**src/rtl/fbpwm_defs.svh**
```systemverilog
`ifndef FBPWM_DEFS_SVH
`define FBPWM_DEFS_SVH

// clock and derived timing counts (least times round up)
`define FB_CLK_PERIOD_NS 20
`define FB_OSC_PERIOD_NS 1000
`define FB_OSC_CYC ((`FB_OSC_PERIOD_NS + `FB_CLK_PERIOD_NS - 1) / `FB_CLK_PERIOD_NS)
`define FB_DEAD_NS 60
`define FB_DEAD_CYC ((`FB_DEAD_NS + `FB_CLK_PERIOD_NS - 1) / `FB_CLK_PERIOD_NS)
`define FB_RESDLY_NS 100
`define FB_RESDLY_CYC ((`FB_RESDLY_NS + `FB_CLK_PERIOD_NS - 1) / `FB_CLK_PERIOD_NS)
`define FB_BLANK_NS 100
`define FB_BLANK_CYC ((`FB_BLANK_NS + `FB_CLK_PERIOD_NS - 1) / `FB_CLK_PERIOD_NS)
`define FB_SS_STEP_NS 1000
`define FB_SS_STEP_CYC ((`FB_SS_STEP_NS + `FB_CLK_PERIOD_NS - 1) / `FB_CLK_PERIOD_NS)

// levels on the 8-bit converter scale
`define FB_SS_MAX 8'hFF
`define FB_LEB_EN_LEVEL 8'h22
`define FB_UV_ON_LEVEL 8'hB0
`define FB_UV_OFF_LEVEL 8'h98
`define FB_SUPPLY_LOSS_LEVEL 8'h20

// register port offsets
`define FB_REG_RESDLY 4'h0
`define FB_REG_BLANK 4'h4
`define FB_REG_DEAD 4'h8
`define FB_REG_STATUS 4'hC

// status field positions
`define FB_ST_SS_LSB 0
`define FB_ST_STATE_LSB 8
`define FB_ST_ENABLE 11
`define FB_ST_LOCKOUT 12
`define FB_ST_LATCHED 13

`endif

```
**src/rtl/fbpwm_pkg.sv**
```systemverilog
package fbpwm_pkg;
   typedef logic [7:0] fbpwm_cnt_t;
   typedef enum logic [2:0] {
      st_lockout = 3'h0,
      st_off = 3'h1,
      st_ramp = 3'h3,
      st_run = 3'h2,
      st_hiccup = 3'h6,
      st_latched = 3'h7
   } fbpwm_state_e;
endpackage

```
**src/rtl/fbpwm_leg_if.sv**
```systemverilog
`timescale 1ns/10ps
interface fbpwm_leg_if;
   import fbpwm_pkg::*;
   logic phase;
   fbpwm_cnt_t cnt;
   fbpwm_cnt_t osc_last;
   fbpwm_cnt_t dead;
   fbpwm_cnt_t resdly;
   fbpwm_cnt_t blank;
   logic blank_on;
   logic gate_en;
   logic trip;
   logic fault;
   logic high;
   logic low;
   logic rect;
   modport ctrl(output phase, cnt, osc_last, dead, resdly, blank, blank_on, gate_en, trip,
      fault, input high, low, rect);
   modport leg(input phase, cnt, osc_last, dead, resdly, blank, blank_on, gate_en, trip,
      fault, output high, low, rect);
endinterface

```
**src/rtl/fbpwm_leg.sv**
```systemverilog
`timescale 1ns/10ps
module fbpwm_leg #(
   parameter logic HIGH_PHASE = 1'b0
) (
   // clock and reset
   input wire logic core_clk,
   input wire logic sys_rst,
   // shared timing and gate outputs
   fbpwm_leg_if.leg lg
);
   import fbpwm_pkg::*;

   logic high_reg;
   logic low_reg;
   logic rect_reg;
   logic low_done_reg;
   fbpwm_cnt_t blank_cnt_reg;
   logic own_phase;
   logic period_end;
   logic blank_done;
   logic low_start;
   logic low_stop;
   logic [8:0] rect_sum;

   assign own_phase = (lg.phase == HIGH_PHASE);
   assign period_end = (lg.cnt == lg.osc_last);
   assign blank_done = !lg.blank_on || (blank_cnt_reg >= lg.blank);
   // low side only in the opposite phase, after the resonant delay, once per period
   assign low_start = !own_phase && lg.gate_en && (lg.cnt >= lg.resdly) && !low_done_reg
      && !high_reg;
   assign low_stop = lg.fault || !lg.gate_en || period_end || own_phase
      || (lg.trip && blank_done);
   assign rect_sum = {1'b0, lg.cnt} + {1'b0, lg.dead};

   // high side: whole own phase after the dead time, fixed duty
   always_ff @(posedge core_clk or posedge sys_rst) begin
      if (sys_rst) begin
         high_reg <= 1'b0;
      end else begin
         high_reg <= own_phase && lg.gate_en && (lg.cnt >= lg.dead) && !period_end
            && !low_reg;
      end
   end

   // rectifier ends one dead time before the high side of its leg
   always_ff @(posedge core_clk or posedge sys_rst) begin
      if (sys_rst) begin
         rect_reg <= 1'b0;
      end else begin
         rect_reg <= own_phase && lg.gate_en && (lg.cnt >= lg.dead) && !period_end
            && !low_reg && (rect_sum < {1'b0, lg.osc_last});
      end
   end

   always_ff @(posedge core_clk or posedge sys_rst) begin
      if (sys_rst) begin
         low_reg <= 1'b0;
      end else if (low_stop) begin
         low_reg <= 1'b0;
      end else if (low_start) begin
         low_reg <= 1'b1;
      end
   end

   // a terminated pulse stays off until the next period
   always_ff @(posedge core_clk or posedge sys_rst) begin
      if (sys_rst) begin
         low_done_reg <= 1'b0;
      end else if (period_end) begin
         low_done_reg <= 1'b0;
      end else if (low_start) begin
         low_done_reg <= 1'b1;
      end
   end

   always_ff @(posedge core_clk or posedge sys_rst) begin
      if (sys_rst) begin
         blank_cnt_reg <= '0;
      end else if (!low_reg) begin
         // held at zero between pulses, so a stale count cannot cut the next pulse at its start
         blank_cnt_reg <= '0;
      end else if (!blank_done) begin
         blank_cnt_reg <= blank_cnt_reg + 8'h01;
      end
   end

   assign lg.high = high_reg;
   assign lg.low = low_reg;
   assign lg.rect = rect_reg;
endmodule

```
**src/rtl/fbpwm_top.sv**
```systemverilog
`timescale 1ns/10ps
`include "fbpwm_defs.svh"
module fbpwm_top #(
   parameter fbpwm_pkg::fbpwm_cnt_t OSC_CYC = 8'(`FB_OSC_CYC),
   parameter logic [15:0] SS_STEP_CYC = 16'(`FB_SS_STEP_CYC)
) (
   // clock and reset
   input wire logic core_clk,
   input wire logic sys_rst,
   // asynchronous pins
   input wire logic enable_in,
   input wire logic peak_current_fault,
   input wire logic latching_shutdown_in,
   // converter samples on core_clk
   input wire fbpwm_pkg::fbpwm_cnt_t supply_level,
   input wire fbpwm_pkg::fbpwm_cnt_t modulation_demand,
   input wire fbpwm_pkg::fbpwm_cnt_t regulation_reference_in,
   input wire fbpwm_pkg::fbpwm_cnt_t current_sense,
   // register port
   input wire logic [3:0] reg_addr,
   input wire logic [15:0] reg_wdata,
   input wire logic reg_wr,
   input wire logic reg_rd,
   output logic [15:0] reg_rdata,
   // bridge and rectifier gates
   output logic high_side_gate_a,
   output logic high_side_gate_b,
   output logic low_side_gate_a,
   output logic low_side_gate_b,
   output logic rectifier_gate_a,
   output logic rectifier_gate_b,
   // status
   output fbpwm_pkg::fbpwm_cnt_t soft_start_level,
   output fbpwm_pkg::fbpwm_cnt_t limited_reference,
   output logic supply_lockout
);
   import fbpwm_pkg::*;

   logic [2:0] pin_meta_reg;
   logic [2:0] pin_sync_reg;
   logic en_s;
   logic fault_s;
   logic lat_s;
   fbpwm_state_e state_reg;
   fbpwm_state_e state_next;
   logic latch_reg;
   logic lockout_reg;
   fbpwm_cnt_t cnt_reg;
   logic phase_reg;
   logic period_end;
   fbpwm_cnt_t ss_reg;
   logic [15:0] ss_step_reg;
   fbpwm_cnt_t resdly_reg;
   fbpwm_cnt_t blank_reg;
   fbpwm_cnt_t dead_reg;
   fbpwm_cnt_t demand_lim_reg;
   fbpwm_cnt_t ref_lim_reg;
   logic trip_reg;
   logic gate_en;
   logic [15:0] rdata_reg;
   logic [15:0] status_word;

   fbpwm_leg_if leg_a_if();
   fbpwm_leg_if leg_b_if();

   // two-stage synchronisers for the pins
   always_ff @(posedge core_clk or posedge sys_rst) begin
      if (sys_rst) begin
         pin_meta_reg <= 3'h0;
         pin_sync_reg <= 3'h0;
      end else begin
         pin_meta_reg <= {latching_shutdown_in, peak_current_fault, enable_in};
         pin_sync_reg <= pin_meta_reg;
      end
   end
   assign en_s = pin_sync_reg[0];
   assign fault_s = pin_sync_reg[1];
   assign lat_s = pin_sync_reg[2];

   // supply lockout with hysteresis, starts locked
   always_ff @(posedge core_clk or posedge sys_rst) begin
      if (sys_rst) begin
         lockout_reg <= 1'b1;
      end else if (supply_level < `FB_UV_OFF_LEVEL) begin
         lockout_reg <= 1'b1;
      end else if (supply_level >= `FB_UV_ON_LEVEL) begin
         lockout_reg <= 1'b0;
      end
   end

   // shutdown latch: set wins, enable has no say, only supply loss clears it
   always_ff @(posedge core_clk or posedge sys_rst) begin
      if (sys_rst) begin
         latch_reg <= 1'b0;
      end else if (lat_s) begin
         latch_reg <= 1'b1;
      end else if (supply_level < `FB_SUPPLY_LOSS_LEVEL) begin
         latch_reg <= 1'b0;
      end
   end

   // oscillator period counter; phase toggles each period, so legs alternate
   always_ff @(posedge core_clk or posedge sys_rst) begin
      if (sys_rst) begin
         cnt_reg <= '0;
         phase_reg <= 1'b0;
      end else if (period_end) begin
         cnt_reg <= '0;
         phase_reg <= !phase_reg;
      end else begin
         cnt_reg <= cnt_reg + 8'h01;
      end
   end
   assign period_end = (cnt_reg == OSC_CYC - 8'h01);

   always_comb begin
      state_next = state_reg;
      if (latch_reg || lat_s) begin
         state_next = st_latched;
      end else if (lockout_reg) begin
         state_next = st_lockout;
      end else if (!en_s) begin
         state_next = st_off;
      end else begin
         case (state_reg)
            st_lockout,
            st_off,
            st_latched: begin
               state_next = fault_s ? st_hiccup : st_ramp;
            end
            st_ramp: begin
               if (fault_s) begin
                  state_next = st_hiccup;
               end else if (ss_reg == `FB_SS_MAX) begin
                  state_next = st_run;
               end
            end
            st_run: begin
               if (fault_s) begin
                  state_next = st_hiccup;
               end
            end
            st_hiccup: begin
               // held off to the period edge, then a slow ramp again
               if (period_end && !fault_s) begin
                  state_next = st_ramp;
               end
            end
            default: begin
               state_next = st_lockout;
            end
         endcase
      end
   end

   always_ff @(posedge core_clk or posedge sys_rst) begin
      if (sys_rst) begin
         state_reg <= st_lockout;
      end else begin
         state_reg <= state_next;
      end
   end

   // gates only in ramp or run; the synced pins cut them without waiting for the state
   assign gate_en = ((state_reg == st_ramp) || (state_reg == st_run)) && en_s && !fault_s
      && !lat_s && !latch_reg && !lockout_reg;

   // soft-start: slow climb, cleared in one cycle whenever gates are disabled
   always_ff @(posedge core_clk or posedge sys_rst) begin
      if (sys_rst) begin
         ss_reg <= '0;
         ss_step_reg <= '0;
      end else if (!gate_en) begin
         ss_reg <= '0;
         ss_step_reg <= '0;
      end else if (ss_step_reg == SS_STEP_CYC - 16'h0001) begin
         ss_step_reg <= '0;
         if (ss_reg != `FB_SS_MAX) begin
            ss_reg <= ss_reg + 8'h01;
         end
      end else begin
         ss_step_reg <= ss_step_reg + 16'h0001;
      end
   end

   // demand and reference clamped to the soft-start level; trip is the current compare
   always_ff @(posedge core_clk or posedge sys_rst) begin
      if (sys_rst) begin
         demand_lim_reg <= '0;
         ref_lim_reg <= '0;
         trip_reg <= 1'b0;
      end else begin
         demand_lim_reg <= (modulation_demand > ss_reg) ? ss_reg : modulation_demand;
         ref_lim_reg <= (regulation_reference_in > ss_reg) ? ss_reg
            : regulation_reference_in;
         trip_reg <= (current_sense >= demand_lim_reg);
      end
   end

   // timing counts come up at their defaults; software may retune them
   always_ff @(posedge core_clk or posedge sys_rst) begin
      if (sys_rst) begin
         resdly_reg <= 8'(`FB_RESDLY_CYC);
         blank_reg <= 8'(`FB_BLANK_CYC);
         dead_reg <= 8'(`FB_DEAD_CYC);
      end else if (reg_wr) begin
         case (reg_addr)
            `FB_REG_RESDLY: resdly_reg <= reg_wdata[7:0];
            `FB_REG_BLANK: blank_reg <= reg_wdata[7:0];
            `FB_REG_DEAD: dead_reg <= reg_wdata[7:0];
            default: begin
            end
         endcase
      end
   end

   always_comb begin
      status_word = 16'h0000;
      status_word[`FB_ST_SS_LSB +: 8] = ss_reg;
      status_word[`FB_ST_STATE_LSB +: 3] = state_reg;
      status_word[`FB_ST_ENABLE] = en_s;
      status_word[`FB_ST_LOCKOUT] = lockout_reg;
      status_word[`FB_ST_LATCHED] = latch_reg;
   end

   // read data stand only in the cycle after the strobe; unmapped reads give zero
   always_ff @(posedge core_clk or posedge sys_rst) begin
      if (sys_rst) begin
         rdata_reg <= 16'h0000;
      end else if (reg_rd) begin
         case (reg_addr)
            `FB_REG_RESDLY: rdata_reg <= {8'h00, resdly_reg};
            `FB_REG_BLANK: rdata_reg <= {8'h00, blank_reg};
            `FB_REG_DEAD: rdata_reg <= {8'h00, dead_reg};
            `FB_REG_STATUS: rdata_reg <= status_word;
            default: rdata_reg <= 16'h0000;
         endcase
      end else begin
         rdata_reg <= 16'h0000;
      end
   end

   // both legs see the same timing; a blanking count of zero turns blanking off
   assign leg_a_if.phase = phase_reg;
   assign leg_a_if.cnt = cnt_reg;
   assign leg_a_if.osc_last = OSC_CYC - 8'h01;
   assign leg_a_if.dead = dead_reg;
   assign leg_a_if.resdly = resdly_reg;
   assign leg_a_if.blank = blank_reg;
   assign leg_a_if.blank_on = (ss_reg > `FB_LEB_EN_LEVEL) && (blank_reg != 8'h00);
   assign leg_a_if.gate_en = gate_en;
   assign leg_a_if.trip = trip_reg;
   assign leg_a_if.fault = fault_s;
   assign leg_b_if.phase = phase_reg;
   assign leg_b_if.cnt = cnt_reg;
   assign leg_b_if.osc_last = OSC_CYC - 8'h01;
   assign leg_b_if.dead = dead_reg;
   assign leg_b_if.resdly = resdly_reg;
   assign leg_b_if.blank = blank_reg;
   assign leg_b_if.blank_on = (ss_reg > `FB_LEB_EN_LEVEL) && (blank_reg != 8'h00);
   assign leg_b_if.gate_en = gate_en;
   assign leg_b_if.trip = trip_reg;
   assign leg_b_if.fault = fault_s;

   fbpwm_leg #(
      .HIGH_PHASE(1'b0)
   ) u_leg_a (
      .core_clk(core_clk),
      .sys_rst(sys_rst),
      .lg(leg_a_if.leg)
   );

   fbpwm_leg #(
      .HIGH_PHASE(1'b1)
   ) u_leg_b (
      .core_clk(core_clk),
      .sys_rst(sys_rst),
      .lg(leg_b_if.leg)
   );

   assign high_side_gate_a = leg_a_if.high;
   assign low_side_gate_a = leg_a_if.low;
   assign rectifier_gate_a = leg_a_if.rect;
   assign high_side_gate_b = leg_b_if.high;
   assign low_side_gate_b = leg_b_if.low;
   assign rectifier_gate_b = leg_b_if.rect;
   assign reg_rdata = rdata_reg;
   assign soft_start_level = ss_reg;
   assign limited_reference = ref_lim_reg;
   assign supply_lockout = lockout_reg;
endmodule

```
**config.mk**
```make
export PLATFORM = sky130hd
export DESIGN_NAME = fbpwm_top
export DESIGN_NICKNAME = d
export VERILOG_FILES = /design/src/rtl/fbpwm_pkg.sv /design/src/rtl/fbpwm_leg_if.sv /design/src/rtl/fbpwm_leg.sv /design/src/rtl/fbpwm_top.sv
export VERILOG_INCLUDE_DIRS = /design/src /design/src/rtl
export SDC_FILE = /design/constraint.sdc
export NUM_CORES = 1
export LEC_CHECK = 0
export BUFFER_PORTS_ARGS = -buffer_cell sky130_fd_sc_hd__buf_2
export CORE_MARGIN = 4
export CORE_UTILIZATION = 40
export DETAILED_ROUTE_END_ITERATION = 12
export PLACE_DENSITY = 0.65
export SLEW_MARGIN = 20
export SYNTH_ARGS = -nofsm -noshare
export SYNTH_HDL_FRONTEND = slang
export SYNTH_SLANG_ARGS = --single-unit
```
**constraint.sdc**
```tcl
create_clock -name core_clk -period 5.15 [get_ports core_clk]
set_input_delay 0.7725 -clock core_clk [delete_from_list [all_inputs] [get_ports core_clk]]
set_output_delay 0.7725 -clock core_clk [all_outputs]
set_load 0.01 [all_outputs]
```
Yosys cells after proc, flatten, opt, wreduce, memory -nomap -nowiden
Cells that the tools add are included.
- reduce and logical (&&, ||, !) cells: 65
- multipliers: 0
- mux-type cells: 33
- div/mod/pow operators: 0
- shift operators: 0
- bitwise logic cells: 1
- order comparisons: 12
- $add $sub $neg: 6
- equal/unequal tests: 19
- operators by type and width (kind ; number):
    8-bit two-way mux ; 10
    14-bit case mux with 4 select lines ; 1
    16-bit two-way mux ; 3
    8-bit >= comparator ; 5
    8-bit by 1-bit adder with 8-bit output (second input constant) ; 4
    1-bit logical AND ; 26
    3-bit two-way mux ; 8
    16-bit by 1-bit adder with 16-bit output (second input constant) ; 1
    16-bit by 6-bit == test with 1-bit output (second input constant) ; 1
    8-bit > comparator ; 2
    1-bit logical NOT ; 14
    3-bit case mux with 4 select lines ; 1
    2-bit nonzero test ; 6
    1-bit logical OR ; 10
    1-bit two-way mux ; 10
    5-bit != test (second input constant) ; 2
    8-bit by 8-bit adder with 9-bit output ; 1
    9-bit by 6-bit less-than comparator with 1-bit output (second input constant) ; 1
    4-bit == test (second input constant) ; 2
    8-bit by 6-bit == test with 1-bit output (second input constant) ; 1
    8-bit == test (second input constant) ; 1
    8-bit >= comparator (second input constant) ; 1
    8-bit by 6-bit > comparator with 1-bit output (second input constant) ; 1
    8-bit by 6-bit less-than comparator with 1-bit output (second input constant) ; 1
    other kinds (15) ; 23
- bits in latches: 0
- input bits: 59
- output and inout bits: 39
- bits in writable memories: 0
- bits in read-only memories: 0
- register bits: 125
- memories kept: 0
- word-level logic and storage cells: 162

Logic depth before layout (Yosys ltp)
Gate-level depths: netlist of run 1.
- depth in word-level cells: 13
- mapped depth: 8
- mapped depth without buffers: 8

Cells and area by module
From an unflattened synthesis of run 1, not the netlist that was laid out.
- cell total of the unflattened synthesis: 838
- area total of the unflattened synthesis: 8381.8 um^2
- by module, submodules not included (module ; instances ; cells each ; sequential area each (um^2) ; area each (um^2)):
    fbpwm_top ; 1 ; 408 ; 2486.1 ; 4908.5
    fbpwm_leg (u_leg_a) ; 1 ; 216 ; 300.3 ; 1741.7
    fbpwm_leg (u_leg_b) ; 1 ; 214 ; 300.3 ; 1731.7

Worst setup path after synthesis of run 1
No wires, ideal clock.
- path kind: input to register
- from: input port regulation_reference_in[7]
- to: register ref_lim_reg[1] (netlist: limited_reference[1])
- buffers on the path: 0
- required time: 5025 ps
- stages on the path: 6
- path slack: 2766 ps
- setup time: 125 ps
- arrival: 2260 ps
- cell sequence: ha_1 nand2_1 o21ai_0 mux2i_1 a21oi_1 mux2_2
- longest elaborated chain between the ends: 2
- ends and longest elaborated chain (item ; RTL line ; source):
    start: declaration ; fbpwm_top.sv:17 ; input wire fbpwm_pkg::fbpwm_cnt_t regulation_reference_in,
    8-bit > comparator ; fbpwm_top.sv:194 ; ref_lim_reg <= (regulation_reference_in > ss_reg) ? ss_reg
    8-bit two-way mux ; fbpwm_top.sv:194 ;
    end signal: assignment ; fbpwm_top.sv:194 ;
    end: declaration ; fbpwm_top.sv:57 ; fbpwm_cnt_t ref_lim_reg;
No other way between the ends.
A chain may end at the register's enable or synchronous reset.

Worst setup path in the final report of run 1
- from: register ss_reg[7] (netlist: soft_start_level[7])
- to: register ref_lim_reg[4] (netlist: limited_reference[4])
- longest elaborated chain between the ends: 2
- ends and longest elaborated chain (item ; RTL line ; source):
    start: declaration ; fbpwm_top.sv:51 ; fbpwm_cnt_t ss_reg;
    start signal: assignment ; fbpwm_top.sv:179 ; ss_reg <= ss_reg + 8'h01;
    8-bit > comparator ; fbpwm_top.sv:194 ;
    8-bit two-way mux ; fbpwm_top.sv:194 ;
No other way between the ends.

==> impl_metrics.env, run 1 <==
export IMPL_cts_tree="done"
export IMPL_yosys_area_top_type="dfrtp_1"
export IMPL_cp_data_arrival_time_ns=2.99
export IMPL_met1_length_um=7790
export IMPL_portBuffers=84
export IMPL_diodes=0
export IMPL_swShare=0.256
export IMPL_pwr_share_clk=0.460
export IMPL_critPathLaunchType="flip-flop"
export IMPL_finalNetCount=926
export IMPL_numCtsBuffers=17
export IMPL_finalCritPeriodShare=0.523
export IMPL_hold_path_class="flip-flop to flip-flop"
export IMPL_grt_pass1_vias=5326
export IMPL_drt_iter0_drc=313
export IMPL_netlist_instances=707
export IMPL_synth_ff_type="dfrtp_1"
export IMPL_place_hpwl_um=12300
export IMPL_rsz0062_at_grt="false"
export IMPL_ys_top_cells_by_count="dfrtp_1, ha_1, nand2_1"
export IMPL_finalHoldViolCount=0
export IMPL_p_sw_mw=0.688
export IMPL_synth_warnings=0
export IMPL_core_area_sq_mm=0.0173
export IMPL_final_design_area_no_fill_sq_mm=0.00830
export IMPL_dieArea_sq_mm=0.0198
export IMPL_cap_violations=0
export IMPL_required_ns=5.45
export IMPL_initial_utilization=0.408
export IMPL_yosysSeqAreaShare=0.438
export IMPL_wirelength_um=16600
export IMPL_slew_violations=0
export IMPL_async_reset_ff_frac=1.00
export IMPL_nFillCells=1628
export IMPL_synth_distinct_cells=54
export IMPL_synth_top_area_frac=0.411
export IMPL_clkLatencyLatePin_ns=0.42
export IMPL_drive_gt1_frac=0.197
export IMPL_finalSetupViolations=0
export IMPL_vias_per_cell=5.32
export IMPL_grt_max_degree=51
export IMPL_grt_pass1_wl_um=27900
export IMPL_period_minus_slack_ns=2.69
export IMPL_clockBufferDepth=2
export IMPL_num_rows=48
export IMPL_p_comb_frac=0.135
export IMPL_p_leak_nw=3.89
export IMPL_synth_area_top_cells="dfrtp_1, ha_1, mux2_2, nand2_1, o21ai_0"
export IMPL_p_int_mw=2.00
export IMPL_max_freq_ghz=0.371
export IMPL_cts_setup_buffers=0
export IMPL_wl_met3_um=845
export IMPL_p_per_area_mw_per_mm2=324
export IMPL_status="finished, final reports clean"
export IMPL_p_seq_frac=0.405
export IMPL_cp_end_kind="flip-flop"
export IMPL_htree_levels=4
export IMPL_vias=5484
export IMPL_ant_nets=0
export IMPL_maxSlewHeadroom=0.378
export IMPL_finalWeightedCongestion=0.801
export IMPL_synth_enable_flop_cells=0
export IMPL_cts_root_buffer="clkbuf_16"
export IMPL_synth_most_common_cell="dfrtp_1"
export IMPL_clk_pin_slew_ns=0.06
export IMPL_wire_per_inst_um=16.1
export IMPL_ir_drop_v=0.000244
export IMPL_critPathKind="flip-flop to flip-flop"
export IMPL_io_pins=98
export IMPL_drcViolationCount=0
export IMPL_skew_ns=0.00944
export IMPL_hold_buffers=0
export IMPL_cts_sinks=123
export IMPL_die_x_um=141
export IMPL_largest_reg_flops=16
export IMPL_gr_total_overflow=0
export IMPL_syn_cell_area_sq_mm=0.00705
export IMPL_synth_seq_cells=123
export IMPL_avgSynthCellArea_sq_um=9.98
export IMPL_cts_resized=0
export IMPL_cp_max_fo=8
export IMPL_grt_use_total=0.176
export IMPL_worstMarginPinSlew_ns=0.926
export IMPL_routed_top_layer="met4"
export IMPL_finalSetupTns_ns=0
export IMPL_drt_pass1_iter_count=5
export IMPL_post_dp_cell_area_sq_mm=0.00769
export IMPL_die_h_um=141
export IMPL_met2_length_um=7620
export IMPL_antenna_found_initial=0
export IMPL_areaGrowthSynthToFinish_pct=17.7
[per-layer routing]
metal	vias up	global-route usage
met2	139	0.271
li1	2697	-
met1	2624	0.245
met5	-	0
met4	0	0.0500
met3	24	0.0451
[cell usage in the layout (no fill, tap or decap), types with 15 or more instances in the layout]
cell type  count
dfrtp_1      116
buf_2         84
ha_1          72
nand2_1       57
inv_1         49
nor2_1        48
o21ai_0       38
a21oi_1       37
mux2_2        32
nand4_1       20
nand3_1       18
nand2b_1      18
and3_1        17
clkbuf_16     17
xnor2_1       16
nor3_1        15
[through the flow]
stage	utilization	total power [mW]	hold slack (ns)	worst slack, ns	cells
2_1_floorplan	-	1.34	0.331	1.12	708
3_3_place_gp	0.445	1.45	0.335	2.33	1000
6_report	0.480	2.69	0.346	2.46	1031
4_1_cts	0.480	2.71	0.348	2.46	1031
3_5_place_dp	0.445	1.47	0.335	2.34	1000
5_1_grt	0.480	2.81	0.358	2.26	1031
[power groups by stage]
stage | sequential (mW) | combinational [mW] | clock [mW]
after floorplan | 1.09 | 0.259 | 0
after global placement | 1.10 | 0.354 | 0
after detailed placement | 1.10 | 0.362 | 0
after CTS | 1.09 | 0.366 | 1.26
after global routing | 1.09 | 0.416 | 1.30
final | 1.09 | 0.362 | 1.24
[cell families after synthesis]
family          count (synthesis)  share of synthesized area
buf+inv                        71                     0.0401
xor+xnor                       28                     0.0348
simple gates                  244                      0.180
fa+ha+maj                      73                      0.131
flops                         123                      0.438
mux                            45                     0.0695
other cells                     1                   0.000532
compound gates                122                      0.107
[path summary, 6_finish.rpt]
path	startpoint	endpoint	slack, ns	cells after the start
setup / recovery	soft_start_level[7]$_DFFE_PP0P_	limited_reference[4]$_DFF_PP0_	2.46	7
hold / removal	pin_meta_reg[2]$_DFF_PP0_	pin_sync_reg[2]$_DFF_PP0_	0.35	0
setup reg to reg	soft_start_level[7]$_DFFE_PP0P_	limited_reference[4]$_DFF_PP0_	2.46	7
hold reg to reg	pin_meta_reg[2]$_DFF_PP0_	pin_sync_reg[2]$_DFF_PP0_	0.35	0
max in group asynchronous	sys_rst	u_leg_b.blank_cnt_reg[6]$_DFFE_PP0P_	3.67	3
min in group asynchronous	sys_rst	pin_meta_reg[2]$_DFF_PP0_	0.43	2
[layout make-up]
cell class | count | area (sq um) | area share
Sequential cell | 123 | 3090 | 0.372
Clock buffer | 20 | 437 | 0.0526
Tap cell | 225 | 282 | 0.0339
Clock inverter | 11 | 171 | 0.0206
Timing Repair Buffer | 87 | 443 | 0.0534
Inverter | 51 | 194 | 0.0234
Multi-Input combinational cell | 514 | 3690 | 0.444
[critical path, cell delays in order (launching register included)]
cell and delay [ns]:
dfrtp_1 0.57, inv_1 0.18, ha_1 0.35, nand2_1 0.06, o21ai_0 0.22, mux2i_1 0.11, a21oi_1 0.68, mux2_2 0.41
Note: power is estimated with default switching activity, not from simulation.
==> run 2, diff against run 1 <==
==> constraint.sdc (replaced) <==
create_clock -name core_clk -period 2.8 [get_ports core_clk]
set_input_delay 0.42 -clock core_clk [delete_from_list [all_inputs] [get_ports core_clk]]
set_output_delay 0.42 -clock core_clk [all_outputs]
set_load 0.01 [all_outputs]
==> impl_metrics.env, run 2 (synthesis results as in run 1) <==
export IMPL_cp_end_kind="flip-flop"
export IMPL_grt_max_degree=42
export IMPL_grt_use_total=0.175
export IMPL_clockBufferDepth=2
export IMPL_worstHoldPathCells=1
export IMPL_critPathLaunchType="flip-flop"
export IMPL_vias=5493
export IMPL_hold_path_class="input port to flip-flop"
export IMPL_p_sw_mw=1.27
export IMPL_drt_iter0_drc=368
export IMPL_max_stage_delay_ns=0.48
export IMPL_met1_length_um=7920
export IMPL_ir_drop_v=0.000448
export IMPL_portBuffers=84
export IMPL_worstMarginPinSlew_ns=0.858
export IMPL_cp_data_arrival_time_ns=2.67
export IMPL_met2_length_um=7900
export IMPL_io_pins=98
export IMPL_rr_startpoint="cnt_reg[1]$_DFF_PP0_"
export IMPL_cap_violations=0
export IMPL_slew_violations=0
export IMPL_num_rows=48
export IMPL_drt_pass1_iter_count=5
export IMPL_cts_sinks=123
export IMPL_wl_met3_um=686
export IMPL_pwr_share_clk=0.450
export IMPL_finalSetupTns_ns=0
export IMPL_skew_ns=0.00551
export IMPL_gr_total_overflow=0
export IMPL_p_seq_frac=0.409
export IMPL_crit_chain="inv_1, ha_1, nand4b_1, or4_1, o2111ai_1, nor4b_1, o21ai_0"
export IMPL_grt_pass1_wl_um=27600
export IMPL_htree_levels=4
export IMPL_finalWeightedCongestion=0.856
export IMPL_wirelength_um=16800
export IMPL_die_x_um=141
export IMPL_grt_pass1_vias=5337
export IMPL_pre_cts_ws_ns=0.411
export IMPL_cts_tree="done"
export IMPL_routed_top_layer="met4"
export IMPL_clkLatencyLatePin_ns=0.42
export IMPL_finalSetupViolations=0
export IMPL_largest_reg_flops=16
export IMPL_required_ns=3.07
export IMPL_ant_nets=0
export IMPL_place_hpwl_um=12700
export IMPL_die_h_um=141
export IMPL_period_minus_slack_ns=2.40
export IMPL_swShare=0.259
export IMPL_cts_setup_buffers=0
export IMPL_cts_resized=0
export IMPL_p_int_mw=3.62
export IMPL_numCtsBuffers=17
export IMPL_areaGrowthSynthToFinish_pct=19.6
export IMPL_clk_pin_slew_ns=0.05
export IMPL_cp_max_fo=8
export IMPL_status="finished, final reports clean"
export IMPL_diodes=0
export IMPL_final_cell_mix="dfrtp_1, buf_2, ha_1"
export IMPL_drcViolationCount=0
export IMPL_cts_root_buffer="clkbuf_16"
export IMPL_p_leak_nw=3.97
export IMPL_finalCritPeriodShare=0.856
export IMPL_wire_per_inst_um=16.0
export IMPL_critPathKind="flip-flop to flip-flop"
export IMPL_drive_gt1_frac=0.215
export IMPL_min_delay_start="peak_current_fault"
export IMPL_hold_buffers=0
export IMPL_finalHoldViolCount=0
export IMPL_dieArea_sq_mm=0.0198
export IMPL_vias_per_cell=5.25
export IMPL_crit_start="cnt_reg[1]$_DFF_PP0_"
export IMPL_rsz0062_at_grt="false"
export IMPL_layout_commonest_cell="dfrtp_1"
export IMPL_maxSlewHeadroom=0.427
export IMPL_core_area_sq_mm=0.0173
export IMPL_p_comb_frac=0.140
export IMPL_power_total_mw=4.88
export IMPL_p_per_area_mw_per_mm2=578
export IMPL_finalNetCount=943
export IMPL_reg2reg_depth=7
export IMPL_max_freq_ghz=0.417
export IMPL_initial_utilization=0.408
export IMPL_antenna_found_initial=0
export IMPL_setup_ws_ns=0.404
export IMPL_crit_slowest_cell="or4_1"
==> run 2: cell types whose count changed in the layout (fill, tap and decap cells not counted) <==
cell,delta
buf_4,+15
clkinvlp_4,+3
buf_12,+2
clkbuf_1,-2
bufinv_16,-1
clkbuf_8,+1
clkinv_4,-1
inv_4,-1
==> run 2: area by class of cell <==
cell class / count / area (sq um)
clock buffer: 19 / 443
clock inverter: 11 / 148
fill: 1638 / 8860
inverter: 51 / 195
multi-input combinational: 514 / 3690
sequential: 123 / 3090
tap: 225 / 282
timing repair buffer: 104 / 596
==> run 2: power by group through the flow <==
stage	clock (mW)	sequential, mW	combinational, mW
after CTS	2.24	2.00	0.690
after detailed placement	0	2.03	0.682
after global routing	2.31	2.01	0.793
after global placement	0	2.02	0.668
final	2.20	2.00	0.685
after floorplan	0	2.00	0.478
==> run 2: through the flow <==
stage	std cells	hold slack, ns	util	cell area (sq um)
after floorplan	708	0.331	-	7060
after CTS	1047	0.0855	0.488	8440
after detailed placement	1017	0.336	0.454	7850
after global routing	1047	0.0894	0.488	8440
after global placement	1017	0.334	0.454	7850
final	1047	0.106	0.488	8440
==> run 2: worst max-delay path: cells and delay by family, from the launching register on <==
| family | cells | cell delay [ns] |
|---|---|---|
| compound gates | 2 | 0.40 |
| buf+inv | 1 | 0.16 |
| flops | 1 | 0.47 |
| simple gates | 3 | 1.05 |
| fa+ha+maj | 1 | 0.16 |
==> run 2: final timing paths <==
check / slack [ns] / to
setup reg to reg: 0.40 / state_reg[1]$_DFFE_PP0P_
max in group asynchronous: 1.90 / dead_reg[0]$_DFFE_PP1P_
hold reg to reg: 0.35 / pin_sync_reg[0]$_DFF_PP0_
min in group asynchronous: 0.17 / blank_reg[6]$_DFFE_PP0P_
hold / removal: 0.11 / pin_meta_reg[1]$_DFF_PP0_
setup / recovery: 0.40 / state_reg[1]$_DFFE_PP0P_
==> run 2: per-layer routing <==
layer	global-route usage	vias to the layer above
met5	0	-
met4	0.0602	0
met3	0.0326	22
met2	0.280	129
met1	0.239	2619
li1	-	2723
==> run 3, diff against run 2 <==
--- a/config.mk
+++ b/config.mk
@@ -6,6 +6,7 @@
 export SDC_FILE = /design/constraint.sdc
 export NUM_CORES = 1
 export LEC_CHECK = 0
+export ABC_AREA = 1
 export BUFFER_PORTS_ARGS = -buffer_cell sky130_fd_sc_hd__buf_2
 export CORE_MARGIN = 4
 export CORE_UTILIZATION = 40
==> impl_metrics.env, run 3 <==
export IMPL_critPathLaunchType="flip-flop"
export IMPL_yosysSeqAreaShare=0.423
export IMPL_p_per_area_mw_per_mm2=545
export IMPL_cts_resized=0
export IMPL_maxSlewHeadroom=0.589
export IMPL_synth_most_common_cell="nand2_1"
export IMPL_critPathKind="flip-flop to flip-flop"
export IMPL_diodes=0
export IMPL_synth_area_top_cells="dfrtp_1, ha_1, nand2_1, inv_1, nor2_1"
export IMPL_final_cell_count_no_fill=1227
export IMPL_layout_commonest_cell="nand2_1"
export IMPL_synth_seq_cells=123
export IMPL_finalSetupViolations=0
export IMPL_vias=6051
export IMPL_antenna_found_initial=0
export IMPL_cap_violations=0
export IMPL_avgSynthCellArea_sq_um=8.19
export IMPL_gr_total_overflow=0
export IMPL_synth_distinct_cells=43
export IMPL_num_rows=49
export IMPL_finalCritPeriodShare=0.750
export IMPL_drcViolationCount=0
export IMPL_rr_endpoint="demand_lim_reg[4]$_DFF_PP0_"
export IMPL_async_reset_ff_frac=1.00
export IMPL_drive_gt1_frac=0.154
export IMPL_cts_root_buffer="clkbuf_16"
export IMPL_grt_max_degree=44
export IMPL_required_ns=3.07
export IMPL_wire_per_inst_um=13.7
export IMPL_slew_violations=0
export IMPL_cp_data_arrival_time_ns=2.37
export IMPL_initial_utilization=0.406
export IMPL_period_minus_slack_ns=2.10
export IMPL_core_area_sq_mm=0.0180
export IMPL_worstMarginPinSlew_ns=0.614
export IMPL_synth_top_area_frac=0.398
export IMPL_drt_iter0_drc=390
export IMPL_cp_max_fo=16
export IMPL_wirelength_um=16800
export IMPL_drt_pass1_iter_count=5
export IMPL_cp_end_kind="flip-flop"
export IMPL_yosys_area_top_type="dfrtp_1"
export IMPL_finalNetCount=1117
export IMPL_largest_reg_flops=16
export IMPL_rsz0062_at_grt="false"
export IMPL_finalHoldViolCount=0
export IMPL_hold_buffers=0
export IMPL_cts_tree="done"
export IMPL_cts_sinks=123
export IMPL_synth_ff_type="dfrtp_1"
export IMPL_htree_levels=4
export IMPL_p_leak_nw=4.38
export IMPL_areaGrowthSynthToFinish_pct=16.6
export IMPL_synth_enable_flop_cells=0
export IMPL_ir_drop_v=0.000405
export IMPL_clkLatencyLatePin_ns=0.42
export IMPL_skew_ns=0.0204
export IMPL_placed_cells=1195
export IMPL_grt_use_total=0.172
export IMPL_die_h_um=143
export IMPL_die_x_um=143
export IMPL_ant_nets=0
export IMPL_status="finished, final reports clean"
export IMPL_syn_cell_area_sq_mm=0.00729
export IMPL_finalWeightedCongestion=0.863
export IMPL_vias_per_cell=4.93
export IMPL_hold_path_class="input port to asynchronous set/reset pin"
export IMPL_final_cell_mix="nand2_1, inv_1, dfrtp_1"
export IMPL_dieArea_sq_mm=0.0204
export IMPL_place_hpwl_um=13000
export IMPL_cts_setup_buffers=0
export IMPL_reg2reg_depth=6
export IMPL_clockBufferDepth=2
export IMPL_synth_warnings=0
export IMPL_io_pins=98
export IMPL_ys_top_cells_by_count="nand2_1, inv_1, dfrtp_1"
export IMPL_max_freq_ghz=0.476
export IMPL_portBuffers=84
export IMPL_grt_pass1_vias=5802
export IMPL_clk_pin_slew_ns=0.05
export IMPL_rr_startpoint="soft_start_level[5]$_DFFE_PP0P_"
export IMPL_finalSetupTns_ns=0
export IMPL_r2r_slack_ns=0.70
export IMPL_netlist_instances=890
export IMPL_grt_pass1_wl_um=28000
export IMPL_numCtsBuffers=17
-- run 3: changes by cell type after synthesis, moves of 14 or more --
cell | previous run | this run
and3_1 | 17 | 0
mux2_2 | 32 | 0
a21oi_1 | 37 | 51
o22ai_1 | 0 | 16
nor2_1 | 48 | 84
nand3_1 | 18 | 50
nand2_1 | 57 | 190
nand2b_1 | 18 | 0
xnor2_1 | 16 | 0
inv_1 | 50 | 121
o21ai_0 | 38 | 60
-- run 3: how the worst max path moves through the flow --
stage | start | to | slack (ns) | cells after the start
after floorplan | sys_rst | blank_reg[1]$_DFFE_PP0P_ | 0.87 | 1
after global placement | soft_start_level[2]$_DFFE_PP0P_ | demand_lim_reg[0]$_DFF_PP0_ | 0.77 | 8
after detailed placement | soft_start_level[5]$_DFFE_PP0P_ | demand_lim_reg[7]$_DFF_PP0_ | 0.74 | 6
after CTS | soft_start_level[5]$_DFFE_PP0P_ | demand_lim_reg[7]$_DFF_PP0_ | 0.71 | 6
after global routing | soft_start_level[1]$_DFFE_PP0P_ | demand_lim_reg[2]$_DFF_PP0_ | 0.49 | 8
final | soft_start_level[5]$_DFFE_PP0P_ | demand_lim_reg[4]$_DFF_PP0_ | 0.70 | 6
-- run 3: layout make-up --
type	instances	area, sq um
Clock buffer	23	448
Clock inverter	9	78.8
Fill cell	1758	9460
Inverter	126	479
Multi-Input combinational cell	629	3650
Sequential cell	123	3090
Tap cell	229	287
Timing Repair Buffer	88	475
-- run 3: logic make-up after synthesis --
group / after synthesis / synth area share
and+or+nand+nor: 388 / 0.240
AOI/OAI and AO/OA: 149 / 0.113
buffers and inverters: 139 / 0.0767
DFF: 123 / 0.423
adders and majority gates: 73 / 0.126
xor gates and xnor gates: 17 / 0.0204
other: 1 / 0.000514
-- run 3: per-layer routing --
layer	global-route usage	vias up	wire, um
met5	0	-	0
met4	0.0725	0	402
met3	0.0332	28	844
met2	0.282	129	7920
met1	0.222	2784	7670
li1	-	3110	-
-- run 3: critical path, cell delays in order (launching register included) --
cell and delay (ns):
dfrtp_1 0.41, inv_1 0.28, ha_1 0.31, a21oi_1 0.15
o21ai_0 0.17, o21ai_2 0.48, o21ai_0 0.15
-- run 3: metrics by stage --
| step | hold WS [ns] | area, sq um | worst slack [ns] | power, mW | utilization |
|---|---|---|---|---|---|
| 3_3_place_gp | 0.337 | 7980 | 0.766 | 2.67 | 0.444 |
| 5_1_grt | 0.0739 | 8500 | 0.487 | 4.88 | 0.473 |
| 6_report | 0.0427 | 8500 | 0.699 | 4.63 | 0.473 |
| 3_5_place_dp | 0.339 | 7980 | 0.737 | 2.69 | 0.444 |
| 4_1_cts | 0.0356 | 8500 | 0.710 | 4.69 | 0.473 |
| 2_1_floorplan | 0.331 | 7300 | 0.874 | 2.47 | - |
-- run 3: power by group --
group          total, mW  switching (mW)  internal, mW
logic              0.692           0.442         0.250
registers           1.96          0.0715          1.89
clock network       1.98           0.767          1.21
total               4.63            1.28          3.35
